### src/pelw_cfg.svh
`ifndef PELW_CFG_SVH
`define PELW_CFG_SVH

// Register indices; byte address is four times the index
`define PELW_IDX_CLEAR 16'hF421
`define PELW_IDX_PARITY_MASK 16'hF422
`define PELW_IDX_SOFT_MASK 16'hF423
`define PELW_IDX_WD_MASK 16'hF424
`define PELW_IDX_STACK_MASK 16'hF425
`define PELW_IDX_LOOP_MASK 16'hF426
`define PELW_IDX_FLAG 16'hF427
`define PELW_IDX_CODE 16'hF428
`define PELW_IDX_EXEC_COUNT 16'hF432
`define PELW_IDX_WD_RELOAD 16'hF443
`define PELW_IDX_INT_STATUS 16'hF42A
`define PELW_IDX_INT_ENABLE 16'hF42B

// Reset values
`define PELW_RST_PARITY_MASK 12'h003
`define PELW_RST_MASK_BIT 1'b0
`define PELW_RST_EXEC_COUNT 16'h0000
`define PELW_RST_WD_RELOAD 13'h0000
`define PELW_RST_INT 2'h0

// Field positions in the first-error code
`define PELW_CODE_SOFT 15
`define PELW_CODE_LOOP 14
`define PELW_CODE_STACK 13
`define PELW_CODE_WD 12
`define PELW_PARITY_BITS 12

// Interrupt status bit positions
`define PELW_INT_NEW_ERROR 0
`define PELW_INT_WD_EXPIRY 1

// Watchdog step per clock
`define PELW_WD_STEP 1

`endif

### src/pelw_pkg.sv
package pelw_pkg;

  typedef logic [15:0] pelw_word_t;
  typedef logic [15:0] pelw_code_t;
  typedef logic [1:0] pelw_intr_t;

endpackage : pelw_pkg

### src/pelw_capture.sv
`timescale 1ns/10ps
`include "pelw_cfg.svh"
module pelw_capture
  import pelw_pkg::*;
(
  input wire logic pclk,
  input wire logic presetn,
  input wire pelw_code_t raw_fault,
  input wire pelw_code_t fault_mask,
  input wire logic clear,
  output logic flag,
  output pelw_code_t code,
  output logic new_error
);

  pelw_code_t unmasked;
  logic any_fault;
  logic flag_q;
  pelw_code_t code_q;

  assign unmasked = raw_fault & ~fault_mask;
  assign any_fault = |unmasked;
  assign new_error = any_fault & (~flag_q | clear);
  assign flag = flag_q;
  assign code = code_q;

  // A fault in the clear cycle wins over the clear
  always_ff @(posedge pclk or negedge presetn)
  begin
    if (!presetn)
      flag_q <= 1'b0;
    else if (clear)
      flag_q <= any_fault;
    else if (any_fault)
      flag_q <= 1'b1;
  end

  always_ff @(posedge pclk or negedge presetn)
  begin
    if (!presetn)
      code_q <= '0;
    else if (clear)
      code_q <= unmasked;
    else if (!flag_q && any_fault)
      code_q <= unmasked;
  end

endmodule : pelw_capture

### src/pelw_top.sv
// Summary of operation
// - Loop overrun reported when loop mask bit 0 is 0; mask resets to 0.
// - Each fault source has its own mask; only unmasked ones count.
// - Master flag bit 0 sets when any unmasked source faults; resets 0.
// - Master flag stays set until software pulses the clear bit.
// - Error code keeps only the first error until cleared.
// - Code bits 15..12: software, loop, stack, watchdog; 1 means error.
// - Code bits 11..0: data mem 1 banks, data mem 0 banks, prog mems, SRCs.
// - Software error stores execute-stage count in RW register, reset 0.
// - Watchdog loads the reload value and counts down by one per clock.
// - Watchdog reloads at every frame start.
// - Watchdog at zero raises a watchdog fault once a frame start has armed it, subject to its mask.
// - Reload value is 13 bits [12:0], reset 0, upper bits reserved.
// - Rising edge of clear bit clears the error logic; write 1 then 0.
// - Parity faults reported when mask bit is 0; SRC masks reset to 1.
`timescale 1ns/10ps
`include "pelw_cfg.svh"
module pelw_top
  import pelw_pkg::*;
#(
  parameter int ADDR_W = 18,
  parameter int PC_W = 16,
  parameter int WD_W = 13
)
(
  input wire logic pclk,
  input wire logic presetn,
  input wire logic psel,
  input wire logic penable,
  input wire logic pwrite,
  input wire logic [ADDR_W-1:0] paddr,
  input wire logic [31:0] pwdata,
  output logic pready,
  output logic [31:0] prdata,
  output logic pslverr,
  input wire logic [`PELW_PARITY_BITS-1:0] parity_fault,
  input wire logic software_panic,
  input wire logic loop_overrun,
  input wire logic stack_overrun,
  input wire logic [PC_W-1:0] execute_pc,
  input wire logic frame_start,
  output logic panic_flag,
  output logic irq
);

  // Bus side
  logic [15:0] reg_idx;
  logic setup;
  logic access;
  logic wr_en;
  logic rd_en;
  logic hit;
  pelw_word_t rd_word;
  logic [31:0] prdata_q;
  logic slverr_q;

  logic wr_clear;
  logic wr_parity_mask;
  logic wr_soft_mask;
  logic wr_wd_mask;
  logic wr_stack_mask;
  logic wr_loop_mask;
  logic wr_exec_count;
  logic wr_wd_reload;
  logic wr_int_enable;
  logic rd_int_status;

  // Software-visible registers
  logic clear_bit_q;
  logic clear_pulse_q;
  logic [`PELW_PARITY_BITS-1:0] parity_mask_q;
  logic soft_mask_q;
  logic wd_mask_q;
  logic stack_mask_q;
  logic loop_mask_q;
  logic [PC_W-1:0] exec_count_q;
  logic [WD_W-1:0] wd_reload_q;
  pelw_intr_t int_status_q;
  pelw_intr_t int_enable_q;

  // Fault path
  pelw_code_t raw_fault;
  pelw_code_t fault_mask;
  pelw_code_t code;
  logic flag;
  logic new_error;
  logic wd_pulse;
  pelw_intr_t int_events;

  // Only the documented widths are served
  if (ADDR_W != 18)
  begin : g_bad_addr_w
    $error("pelw_top: ADDR_W must be 18");
  end
  if (PC_W != 16)
  begin : g_bad_pc_w
    $error("pelw_top: PC_W must be 16");
  end
  if (WD_W != 13)
  begin : g_bad_wd_w
    $error("pelw_top: WD_W must be 13");
  end

  // Bus decode; zero wait states, read data latched in the setup cycle
  assign reg_idx = paddr[17:2];
  assign setup = psel & ~penable;
  assign access = psel & penable;
  assign wr_en = access & pwrite & hit;
  assign rd_en = access & ~pwrite & hit;
  assign pready = 1'b1;
  assign prdata = prdata_q;
  assign pslverr = access & slverr_q;

  // One strobe per register access
  assign wr_clear = wr_en && (reg_idx == `PELW_IDX_CLEAR);
  assign wr_parity_mask = wr_en && (reg_idx == `PELW_IDX_PARITY_MASK);
  assign wr_soft_mask = wr_en && (reg_idx == `PELW_IDX_SOFT_MASK);
  assign wr_wd_mask = wr_en && (reg_idx == `PELW_IDX_WD_MASK);
  assign wr_stack_mask = wr_en && (reg_idx == `PELW_IDX_STACK_MASK);
  assign wr_loop_mask = wr_en && (reg_idx == `PELW_IDX_LOOP_MASK);
  assign wr_exec_count = wr_en && (reg_idx == `PELW_IDX_EXEC_COUNT);
  assign wr_wd_reload = wr_en && (reg_idx == `PELW_IDX_WD_RELOAD);
  assign wr_int_enable = wr_en && (reg_idx == `PELW_IDX_INT_ENABLE);
  assign rd_int_status = rd_en && (reg_idx == `PELW_IDX_INT_STATUS);

  // Read mux; reserved bits read 0
  always_comb
  begin
    rd_word = '0;
    hit = 1'b1;
    unique case (reg_idx)
      `PELW_IDX_CLEAR:
        rd_word[0] = clear_bit_q;
      `PELW_IDX_PARITY_MASK:
        rd_word[`PELW_PARITY_BITS-1:0] = parity_mask_q;
      `PELW_IDX_SOFT_MASK:
        rd_word[0] = soft_mask_q;
      `PELW_IDX_WD_MASK:
        rd_word[0] = wd_mask_q;
      `PELW_IDX_STACK_MASK:
        rd_word[0] = stack_mask_q;
      `PELW_IDX_LOOP_MASK:
        rd_word[0] = loop_mask_q;
      `PELW_IDX_FLAG:
        rd_word[0] = flag;
      `PELW_IDX_CODE:
        rd_word = code;
      `PELW_IDX_EXEC_COUNT:
        rd_word = exec_count_q;
      `PELW_IDX_WD_RELOAD:
        rd_word[WD_W-1:0] = wd_reload_q;
      `PELW_IDX_INT_STATUS:
        rd_word[1:0] = int_status_q;
      `PELW_IDX_INT_ENABLE:
        rd_word[1:0] = int_enable_q;
      default:
        hit = 1'b0;
    endcase
  end

  // Read word frozen at setup so the access cycle sees one coherent value
  always_ff @(posedge pclk or negedge presetn)
  begin
    if (!presetn)
      prdata_q <= 32'h0;
    else if (setup)
      prdata_q <= pwrite ? 32'h0 : {16'h0000, rd_word};
  end

  // Decode error latched alongside the read word
  always_ff @(posedge pclk or negedge presetn)
  begin
    if (!presetn)
      slverr_q <= 1'b0;
    else if (setup)
      slverr_q <= ~hit;
  end

  // Clear fires once on the 0 to 1 write of the clear bit
  always_ff @(posedge pclk or negedge presetn)
  begin
    if (!presetn)
      clear_bit_q <= 1'b0;
    else if (wr_clear)
      clear_bit_q <= pwdata[0];
  end

  always_ff @(posedge pclk or negedge presetn)
  begin
    if (!presetn)
      clear_pulse_q <= 1'b0;
    else
      clear_pulse_q <= wr_clear && pwdata[0] && !clear_bit_q;
  end

  // Mask registers: 1 suppresses the source
  always_ff @(posedge pclk or negedge presetn)
  begin
    if (!presetn)
      parity_mask_q <= `PELW_RST_PARITY_MASK;
    else if (wr_parity_mask)
      parity_mask_q <= pwdata[`PELW_PARITY_BITS-1:0];
  end

  always_ff @(posedge pclk or negedge presetn)
  begin
    if (!presetn)
      soft_mask_q <= `PELW_RST_MASK_BIT;
    else if (wr_soft_mask)
      soft_mask_q <= pwdata[0];
  end

  always_ff @(posedge pclk or negedge presetn)
  begin
    if (!presetn)
      wd_mask_q <= `PELW_RST_MASK_BIT;
    else if (wr_wd_mask)
      wd_mask_q <= pwdata[0];
  end

  always_ff @(posedge pclk or negedge presetn)
  begin
    if (!presetn)
      stack_mask_q <= `PELW_RST_MASK_BIT;
    else if (wr_stack_mask)
      stack_mask_q <= pwdata[0];
  end

  always_ff @(posedge pclk or negedge presetn)
  begin
    if (!presetn)
      loop_mask_q <= `PELW_RST_MASK_BIT;
    else if (wr_loop_mask)
      loop_mask_q <= pwdata[0];
  end

  // Hardware capture on a software error wins over a bus write
  always_ff @(posedge pclk or negedge presetn)
  begin
    if (!presetn)
      exec_count_q <= `PELW_RST_EXEC_COUNT;
    else if (software_panic)
      exec_count_q <= execute_pc;
    else if (wr_exec_count)
      exec_count_q <= pwdata[PC_W-1:0];
  end

  // Reserved bits above the field are dropped on write
  always_ff @(posedge pclk or negedge presetn)
  begin
    if (!presetn)
      wd_reload_q <= `PELW_RST_WD_RELOAD;
    else if (wr_wd_reload)
      wd_reload_q <= pwdata[WD_W-1:0];
  end

  // Fault vector laid out exactly as the code register reads
  always_comb
  begin
    raw_fault = '0;
    raw_fault[`PELW_CODE_SOFT] = software_panic;
    raw_fault[`PELW_CODE_LOOP] = loop_overrun;
    raw_fault[`PELW_CODE_STACK] = stack_overrun;
    raw_fault[`PELW_CODE_WD] = wd_pulse;
    raw_fault[`PELW_PARITY_BITS-1:0] = parity_fault;
  end

  // Masks share the code layout so one AND gates every source
  always_comb
  begin
    fault_mask = '0;
    fault_mask[`PELW_CODE_SOFT] = soft_mask_q;
    fault_mask[`PELW_CODE_LOOP] = loop_mask_q;
    fault_mask[`PELW_CODE_STACK] = stack_mask_q;
    fault_mask[`PELW_CODE_WD] = wd_mask_q;
    fault_mask[`PELW_PARITY_BITS-1:0] = parity_mask_q;
  end

  // Clear restarts the watchdog from the reload value
  pelw_watchdog #(
    .WD_W(WD_W)
  ) u_watchdog (
    .pclk(pclk),
    .presetn(presetn),
    .reload_value(wd_reload_q),
    .frame_start(frame_start),
    .clear(clear_pulse_q),
    .count(),
    .expired(),
    .expire_pulse(wd_pulse)
  );

  // Flag and first code share one clear pulse
  pelw_capture u_capture (
    .pclk(pclk),
    .presetn(presetn),
    .raw_fault(raw_fault),
    .fault_mask(fault_mask),
    .clear(clear_pulse_q),
    .flag(flag),
    .code(code),
    .new_error(new_error)
  );

  // Flag pin driven straight from its flop
  assign panic_flag = flag;

  // Status events: a new first error and each watchdog expiry
  always_comb
  begin
    int_events = '0;
    int_events[`PELW_INT_NEW_ERROR] = new_error;
    int_events[`PELW_INT_WD_EXPIRY] = wd_pulse;
  end

  // Read clears only the bits that were returned
  always_ff @(posedge pclk or negedge presetn)
  begin
    if (!presetn)
      int_status_q <= `PELW_RST_INT;
    else if (rd_int_status)
      int_status_q <= (int_status_q & ~prdata_q[1:0]) | int_events;
    else
      int_status_q <= int_status_q | int_events;
  end

  // 1 enables a source, unlike the fault masks
  always_ff @(posedge pclk or negedge presetn)
  begin
    if (!presetn)
      int_enable_q <= `PELW_RST_INT;
    else if (wr_int_enable)
      int_enable_q <= pwdata[1:0];
  end

  // Level output; falls once the status read clears the bit
  assign irq = |(int_status_q & int_enable_q);

endmodule : pelw_top

### src/pelw_watchdog.sv
`timescale 1ns/10ps
`include "pelw_cfg.svh"
module pelw_watchdog
  import pelw_pkg::*;
#(
  parameter int WD_W = 13
)
(
  input wire logic pclk,
  input wire logic presetn,
  input wire logic [WD_W-1:0] reload_value,
  input wire logic frame_start,
  input wire logic clear,
  output logic [WD_W-1:0] count,
  output logic expired,
  output logic expire_pulse
);

  logic [WD_W-1:0] count_q;
  logic armed_q;
  logic expired_q;
  logic reload;

  if (WD_W < 1 || WD_W > 16)
  begin : g_bad_wd_w
    $error("pelw_watchdog: WD_W must be 1 to 16");
  end

  assign reload = frame_start | clear;
  // One event per expiry: only while not yet marked expired
  assign expire_pulse = armed_q & ~reload & (count_q == '0) & ~expired_q;
  assign count = count_q;
  assign expired = expired_q;

  // Armed by the first frame start so reset alone never expires
  always_ff @(posedge pclk or negedge presetn)
  begin
    if (!presetn)
      armed_q <= 1'b0;
    else if (frame_start)
      armed_q <= 1'b1;
  end

  always_ff @(posedge pclk or negedge presetn)
  begin
    if (!presetn)
      count_q <= '0;
    else if (reload)
      count_q <= reload_value;
    else if (count_q != '0)
      count_q <= count_q - WD_W'(`PELW_WD_STEP);
  end

  always_ff @(posedge pclk or negedge presetn)
  begin
    if (!presetn)
      expired_q <= 1'b0;
    else if (reload)
      expired_q <= 1'b0;
    else if (expire_pulse)
      expired_q <= 1'b1;
  end

endmodule : pelw_watchdog

### config.mk
export PLATFORM = sky130hd
export DESIGN_NAME = pelw_top
export DESIGN_NICKNAME = d
export VERILOG_FILES = /design/src/pelw_pkg.sv /design/src/pelw_capture.sv /design/src/pelw_top.sv /design/src/pelw_watchdog.sv
export VERILOG_INCLUDE_DIRS = /design/src
export SDC_FILE = /design/constraint.sdc
export NUM_CORES = 1
export LEC_CHECK = 0
export ABC_CLOCK_PERIOD_IN_PS = 2200
export BUFFER_PORTS_ARGS = -buffer_cell sky130_fd_sc_hd__buf_2
export CORE_MARGIN = 1
export CORE_UTILIZATION = 49
export DETAILED_ROUTE_END_ITERATION = 16
export PLACE_DENSITY = 0.73
export SYNTH_ARGS = -nofsm -noshare
export SYNTH_HDL_FRONTEND = slang
export SYNTH_SLANG_ARGS = --single-unit
export TNS_END_PERCENT = 20
### constraint.sdc
create_clock -name pclk -period 2.2 [get_ports pclk]
set_input_delay 0.11 -clock pclk [delete_from_list [all_inputs] [get_ports pclk]]
set_output_delay 0.11 -clock pclk [all_outputs]
set_load 0.03 [all_outputs]
; ---- Yosys cells after proc, flatten, opt, wreduce, memory -nomap -nowiden
; Index checks and enable logic that the tools add are counted.
[totals]
reg_bits = 116
latch_bits = 0
ramBits = 0
mem_bits_ro = 0
input_bits = 87
out_inout_bits = 36
word_cells = 100
mem_count = 0
[classes]
addsub = 1
n_mul = 0
n_div = 0
magnitude_cmp = 0
eq_ne = 12
shift = 0
mux = 18
n_bitwise = 26
n_reduce_logical = 25
[ops]
columns = operator, n
row1 = $eq A16 B16 Y1 const B, 12
row2 = $mux W16, 5
row3 = $pmux W10 S4, 1
row4 = $mux W13, 2
row5 = $and A16 B16 Y16, 1
row6 = $not A16 Y16, 1
row7 = $reduce_or A16 Y1, 1
row8 = $logic_and A1 B1 Y1, 13
row9 = $logic_not A13 Y1, 1
row10 = $reduce_bool A13 Y1, 1
row11 = $sub A13 B1 Y13 const B, 1
row12 = $pmux W1 S12, 1
row13 = $reduce_or A12 Y1, 1
row14 = $and A1 B1 Y1, 11
row15 = $reduce_bool A2 Y1, 5
row16 = $not A1 Y1, 6
row17 = $pmux W1 S6, 1
row18 = $pmux W3 S2, 1
row19 = $mux W1, 5
row20 = $and A2 B2 Y2, 2
row21 = $or A2 B2 Y2, 2
row22 = $pmux W1 S3, 1
row23 = $logic_not A1 Y1, 2
row24 = $mux W2, 1
row25 = 3 further kinds, 4

; ---- Depth between registers and ports, before layout
[depth]
ltp_word = 10
depth_mapped = 9

; ---- Cells and area by module
; A second synthesis with hierarchy kept.
[hier_totals]
cells_unflattened = 539
hier_area_um2 = 5696.7
[by_module_without_submodules]
columns = module, instances, cells_each, area_per_inst_um2, seq_area_each_um2
row1 = pelw_top, 1, 332, 3636.0, 1704.1
row2 = pelw_capture, 1, 113, 1182.4, 425.4
row3 = pelw_watchdog, 1, 94, 878.3, 375.4

; ---- Worst setup path after synthesis
; Ideal clock, no wire load.
[synth_timing]
kind = register to register
from = register u_watchdog.count_q[4], in the netlist u_watchdog.count[4]
to = register u_capture.code_q[10], in the netlist u_capture.code[10]
setup_time_ns = 0.125
arrival_time_ns = 2.237
required_time_ns = 2.075
setup_slack_ns = -0.162
stages_incl_launch_ff = 7
path_cell_list = dfrtp_1 -> or4_1 -> nor4_2 -> a221o_1 -> buf_2 -> buf_2 -> mux2_2
[synth_between]
elab_chain_cells = 7
[synth_lines]
columns = item, line_no
row1 = "start, declared", pelw_watchdog.sv:19  ; logic [WD_W-1:0] count_q;
row2 = "start signal, assigned", pelw_watchdog.sv:49  ; count_q <= reload_value;
row3 = "start signal, assigned", pelw_watchdog.sv:51  ; count_q <= count_q - WD_W'(`PELW_WD_STEP);
row4 = $logic_not A13 Y1, pelw_watchdog.sv:31  ; assign expire_pulse = armed_q & ~reload & (count_q == '0) & ~expired_q;
row5 = $and A1 B1 Y1 (2 in a row), pelw_watchdog.sv:31
row6 = $and A16 B16 Y16, pelw_capture.sv:21  ; assign unmasked = raw_fault & ~fault_mask;
row7 = $reduce_or A16 Y1, pelw_capture.sv:22  ; assign any_fault = |unmasked;
row8 = $logic_and A1 B1 Y1, pelw_capture.sv:44  ; else if (!flag_q && any_fault)
row9 = $reduce_bool A2 Y1 (no line), -
row10 = "end signal, assigned", pelw_capture.sv:43  ; code_q <= unmasked;
row11 = "end signal, assigned", pelw_capture.sv:45  ; code_q <= unmasked;
row12 = "end, declared", pelw_capture.sv:19  ; pelw_code_t code_q;
; Every way passes these cells.
; A chain may end at the register's enable or synchronous reset.

; ---- Final worst setup path
[layout_timing]
from = register loop_mask_q
to = register u_capture.code_q[5], in the netlist u_capture.code[5]
[layout_between]
elab_chain_cells = 5
[layout_lines]
columns = item, line_no
row1 = "start, declared", pelw_top.sv:75  ; logic loop_mask_q;
row2 = "start signal, assigned", pelw_top.sv:232  ; loop_mask_q <= `PELW_RST_MASK_BIT;
row3 = "start signal, assigned", pelw_top.sv:234  ; loop_mask_q <= pwdata[0];
row4 = $not A16 Y16, pelw_capture.sv:21
row5 = $and A16 B16 Y16, pelw_capture.sv:21
row6 = $reduce_or A16 Y1, pelw_capture.sv:22
row7 = $logic_and A1 B1 Y1, pelw_capture.sv:44
row8 = $reduce_bool A2 Y1 (no line), -
; Every way passes these cells.

==> insert_results.sql <==
INSERT INTO impl_metrics (metric_group, metric, value, unit) VALUES
('status', 'run_status', 'finished clean', ''),
('placed_design', 'portBuffers', '87', ''),
('timing', 'timing_worst_slew_pin_value', '0.811', 'ns'),
('timing', 'skew', '0.0109', 'ns'),
('synthesis', 'synth.top_cell.area_share', '0.475', ''),
('synthesis', 'synthMostInstantiatedCell', 'sky130_fd_sc_hd__dfrtp_1', ''),
('drt', 'detailedRoute.firstIterationViolations', '234', ''),
('synthesis', 'yosys_register_bits', '100', ''),
('worst_setup_path', 'endpoint_kind', 'flop', ''),
('worst_setup_path', 'worst_ep_required_time', '2.45', 'ns'),
('worst_setup_path', 'crit_path_max_incr_delay', '0.42', 'ns'),
('synthesis', 'netlist-cell-type-count', '57', ''),
('flow_run', 'max-cap-violations', '0', ''),
('layout', 'finish.cell_count_without_fillers', '748', ''),
('clocking', 'ctsRootBufferMaster', 'sky130_fd_sc_hd__clkbuf_8', ''),
('floorplan', 'die_y', '105', 'µm'),
('layout', 'area_delta_synth_final', '20.0', '%'),
('synthesis', 'synth_area_leaders', 'sky130_fd_sc_hd__dfrtp_1 48%, sky130_fd_sc_hd__mux2_2 10%, sky130_fd_sc_hd__nand2_1 4.1%', ''),
('clocking', 'cts_made_buffers', '9', ''),
('timing', 'max_transition_margin', '0.456', ''),
('power_and_ir_drop', 'power.density_cell_area', '563', 'nW/µm²'),
('clocking', 'tritoncts_clock_tree', 'built', ''),
('timing', 'setup_repair_after_global_routing_missed_its_margin', 'true', ''),
('layout', 'multi_input_area', '2450', 'µm²'),
('layout', 'fillers', '878', ''),
('layout', 'final_util', '0.603', ''),
('power_and_ir_drop', 'p_int', '0.00255', 'W'),
('synthesis', 'synth_top_flop_cell', 'sky130_fd_sc_hd__dfrtp_1', ''),
('drt', 'detail_route.first_pass.iterations', '5', ''),
('global_route', 'grt_pass1_vias', '4121', ''),
('synthesis', 'yosysSeqAreaShare', '0.485', ''),
('timing', 'hold_viol', '0', ''),
('drt', 'routed_wire_length_per_instance', '17.6', 'µm'),
('timing', 'timing.final.crit_period', '2.14', 'ns'),
('layout', 'seq_area', '2500', 'µm²'),
('timing', 'setup-violations-final', '0', ''),
('layout', 'fin_nets', '696', ''),
('synthesis', 'synthesis.yosys.warnings', '0', ''),
('global_route', 'grt_pass1_wl', '21.2', 'mm'),
('global_route', 'pin_count_of_the_biggest_net_entering_global_routing', '47', ''),
('clocking', 'clk-insertion-delay-late', '0.36', 'ns'),
('worst_setup_path', 'setup.worst_path.class', 'reg -> reg', ''),
('power_and_ir_drop', 'irDropWorstVdd', '0.333', 'mV'),
('synthesis', 'netlist_instances', '495', ''),
('synthesis', 'synth_area', '5160', 'µm²'),
('floorplan', 'top_level_ports', '123', ''),
('floorplan', 'core_region_area', '10300', 'µm²'),
('global_route', 'antenna_found_initial', '0', ''),
('floorplan', 'initial_core_util', '0.502', ''),
('drt', 'ant_nets', '0', ''),
('hold_path', 'worst_min_path_class', 'in -> reg', ''),
('worst_setup_path', 'cp_slowest_cell', 'sky130_fd_sc_hd__a221o_1', ''),
('timing', 'final_min_period_over_clock_period', '0.973', ''),
('worst_setup_path', 'series_of_cell_instances_along_the_critical_path', 'nor2b_1, nor4_1, and3_1, nand3_1, a221o_1, buf_12, mux2_2', ''),
('worst_setup_path', 'path_max_fanout', '16', ''),
('floorplan', 'placementRows', '37', ''),
('power_and_ir_drop', 'power.clock.fraction', '0.315', ''),
('worst_setup_path', 'critPathArrivalTime', '2.39', 'ns'),
('placed_design', 'dp.cells', '714', ''),
('power_and_ir_drop', 'sequentialPowerShare', '0.557', ''),
('clocking', 'clkSlewWorstSetupHoldPaths', '0.09', 'ns'),
('drt', 'routed-via-count', '4278', ''),
('synthesis', 'synth_async_sr_flop_share', '1.00', ''),
('worst_setup_path', 'buffers_inverters_on_critical_path', '1', ''),
('clocking', 'max-clock-path-buffers', '2', ''),
('power_and_ir_drop', 'leakagePower', '2.89', 'nW'),
('power_and_ir_drop', 'total_switching_power', '0.000939', 'W'),
('timing', 'final-max-slew-violation-count', '0', ''),
('drt', 'remaining_drc_errors', '0', ''),
('synthesis', 'syn_avg_cell_area', '10.4', 'µm²'),
('global_route', 'globalRouteTotalUtil', '0.249', '');
## kinds of logic after synthesis
group,after synthesis,share of synthesized area
compound gates,95,0.125
xor+xnor,5,0.00848
fa+ha+maj,2,0.00485
buf+inv,51,0.0567
flops,100,0.485
mux,68,0.143
other cells,2,0.00145
simple gates,172,0.175
## metrics by stage
| stage | area (µm²) | worst slack, ns | power (W) | hold WS, ns | setup TNS, ns |
|---|---|---|---|---|---|
| 6_report | 6200 | 0.0601 | 0.00349 | 0.00984 | 0 |
| 5_1_grt | 6200 | -0.0394 | 0.00363 | 0.00533 | -0.276 |
| 4_1_cts | 6170 | 0.0151 | 0.00348 | 0.00790 | 0 |
| 3_5_place_dp | 5820 | -0.0106 | 0.00239 | 0.158 | -0.0106 |
| 3_3_place_gp | 5820 | 0.0606 | 0.00238 | 0.146 | 0 |
| 2_1_floorplan | 5240 | 0.00612 | 0.00222 | -0.186 | 0 |
## worst reg2reg max path, cell delays in order (launching register included)
cell and delay (ns):
sky130_fd_sc_hd__dfrtp_1 0.40, sky130_fd_sc_hd__nor2b_1 0.11, sky130_fd_sc_hd__nor4_1 0.26, sky130_fd_sc_hd__and3_1 0.24, sky130_fd_sc_hd__nand3_1 0.14, sky130_fd_sc_hd__a221o_1 0.42, sky130_fd_sc_hd__buf_12 0.17, sky130_fd_sc_hd__mux2_2 0.28
## sequential cells by signal, indices dropped and copies added (netlist names), 2 cells and up
name	count
parity_mask_q	12
prdata	16
u_watchdog.count	13
exec_count_q	16
int_status_q	2
u_capture.code	16
int_enable_q	2
wd_reload_q	13
## cell usage in the layout, fill, tap and decap left out, types with 15 or more instances in the layout
master                          synthesis  final
sky130_fd_sc_hd__dfrtp_1               98     98
sky130_fd_sc_hd__buf_2                  8     86
sky130_fd_sc_hd__nand2_1               57     57
sky130_fd_sc_hd__mux2_2                48     48
sky130_fd_sc_hd__nor2_1                31     30
sky130_fd_sc_hd__buf_4                 18     26
sky130_fd_sc_hd__mux2i_1               20     20
sky130_fd_sc_hd__nor2b_1               18     18
sky130_fd_sc_hd__o21ai_1               17     17
sky130_fd_sc_hd__conb_1                 2     17
sky130_fd_sc_hd__dlygate4sd3_1          0     17
sky130_fd_sc_hd__o21ai_0               15     15
## final cells by class
class	instances	area share
multi-input cells	359	0.395
inverters	4	0.00242
clock inverters	3	0.00343
repair buffers	133	0.141
well taps	136	0.0275
flip-flops and latches	100	0.404
clock buffers	13	0.0256
## timing repair
action | 4_1_cts | 5_1_grt
hold endpoints to repair | 60 | 0
setup buffers | 0 | 1
resized for setup | 0 | 3
setup endpoints to repair | 0 | 18
hold buffers | 17 | 0
## final timing paths
path                        startpoint                 to  slack [ns]  cells past startpoint
setup reg to reg           loop_mask_q  u_capture.code[5]        0.06                      7
setup / recovery           loop_mask_q  u_capture.code[5]        0.06                      7
hold reg to reg             prdata[14]         prdata[14]        0.48                      2
min in group asynchronous      presetn        loop_mask_q        0.28                      2
max in group asynchronous      presetn    exec_count_q[6]        1.13                      3
hold / removal              pwdata[10]    wd_reload_q[10]        0.01                      2
## power groups by stage
| stage | clock network, W | logic, W | registers [W] |
|---|---|---|---|
| 4_1_cts | 0.00110 | 0.000441 | 0.00194 |
| 3_5_place_dp | 0 | 0.000415 | 0.00198 |
| 6_report | 0.00110 | 0.000445 | 0.00194 |
| 5_1_grt | 0.00119 | 0.000491 | 0.00195 |
| 2_1_floorplan | 0 | 0.000252 | 0.00197 |
| 3_3_place_gp | 0 | 0.000406 | 0.00197 |
## routing by layer
metal	GRT usage	up-vias	wire, µm
met3	0.0324	17	804
met1	0.342	2098	5770
met5	0	-	0
li1	-	1978	-
met4	0.0775	0	175
met2	0.412	185	6400
Power figures use the tool's default switching activity.
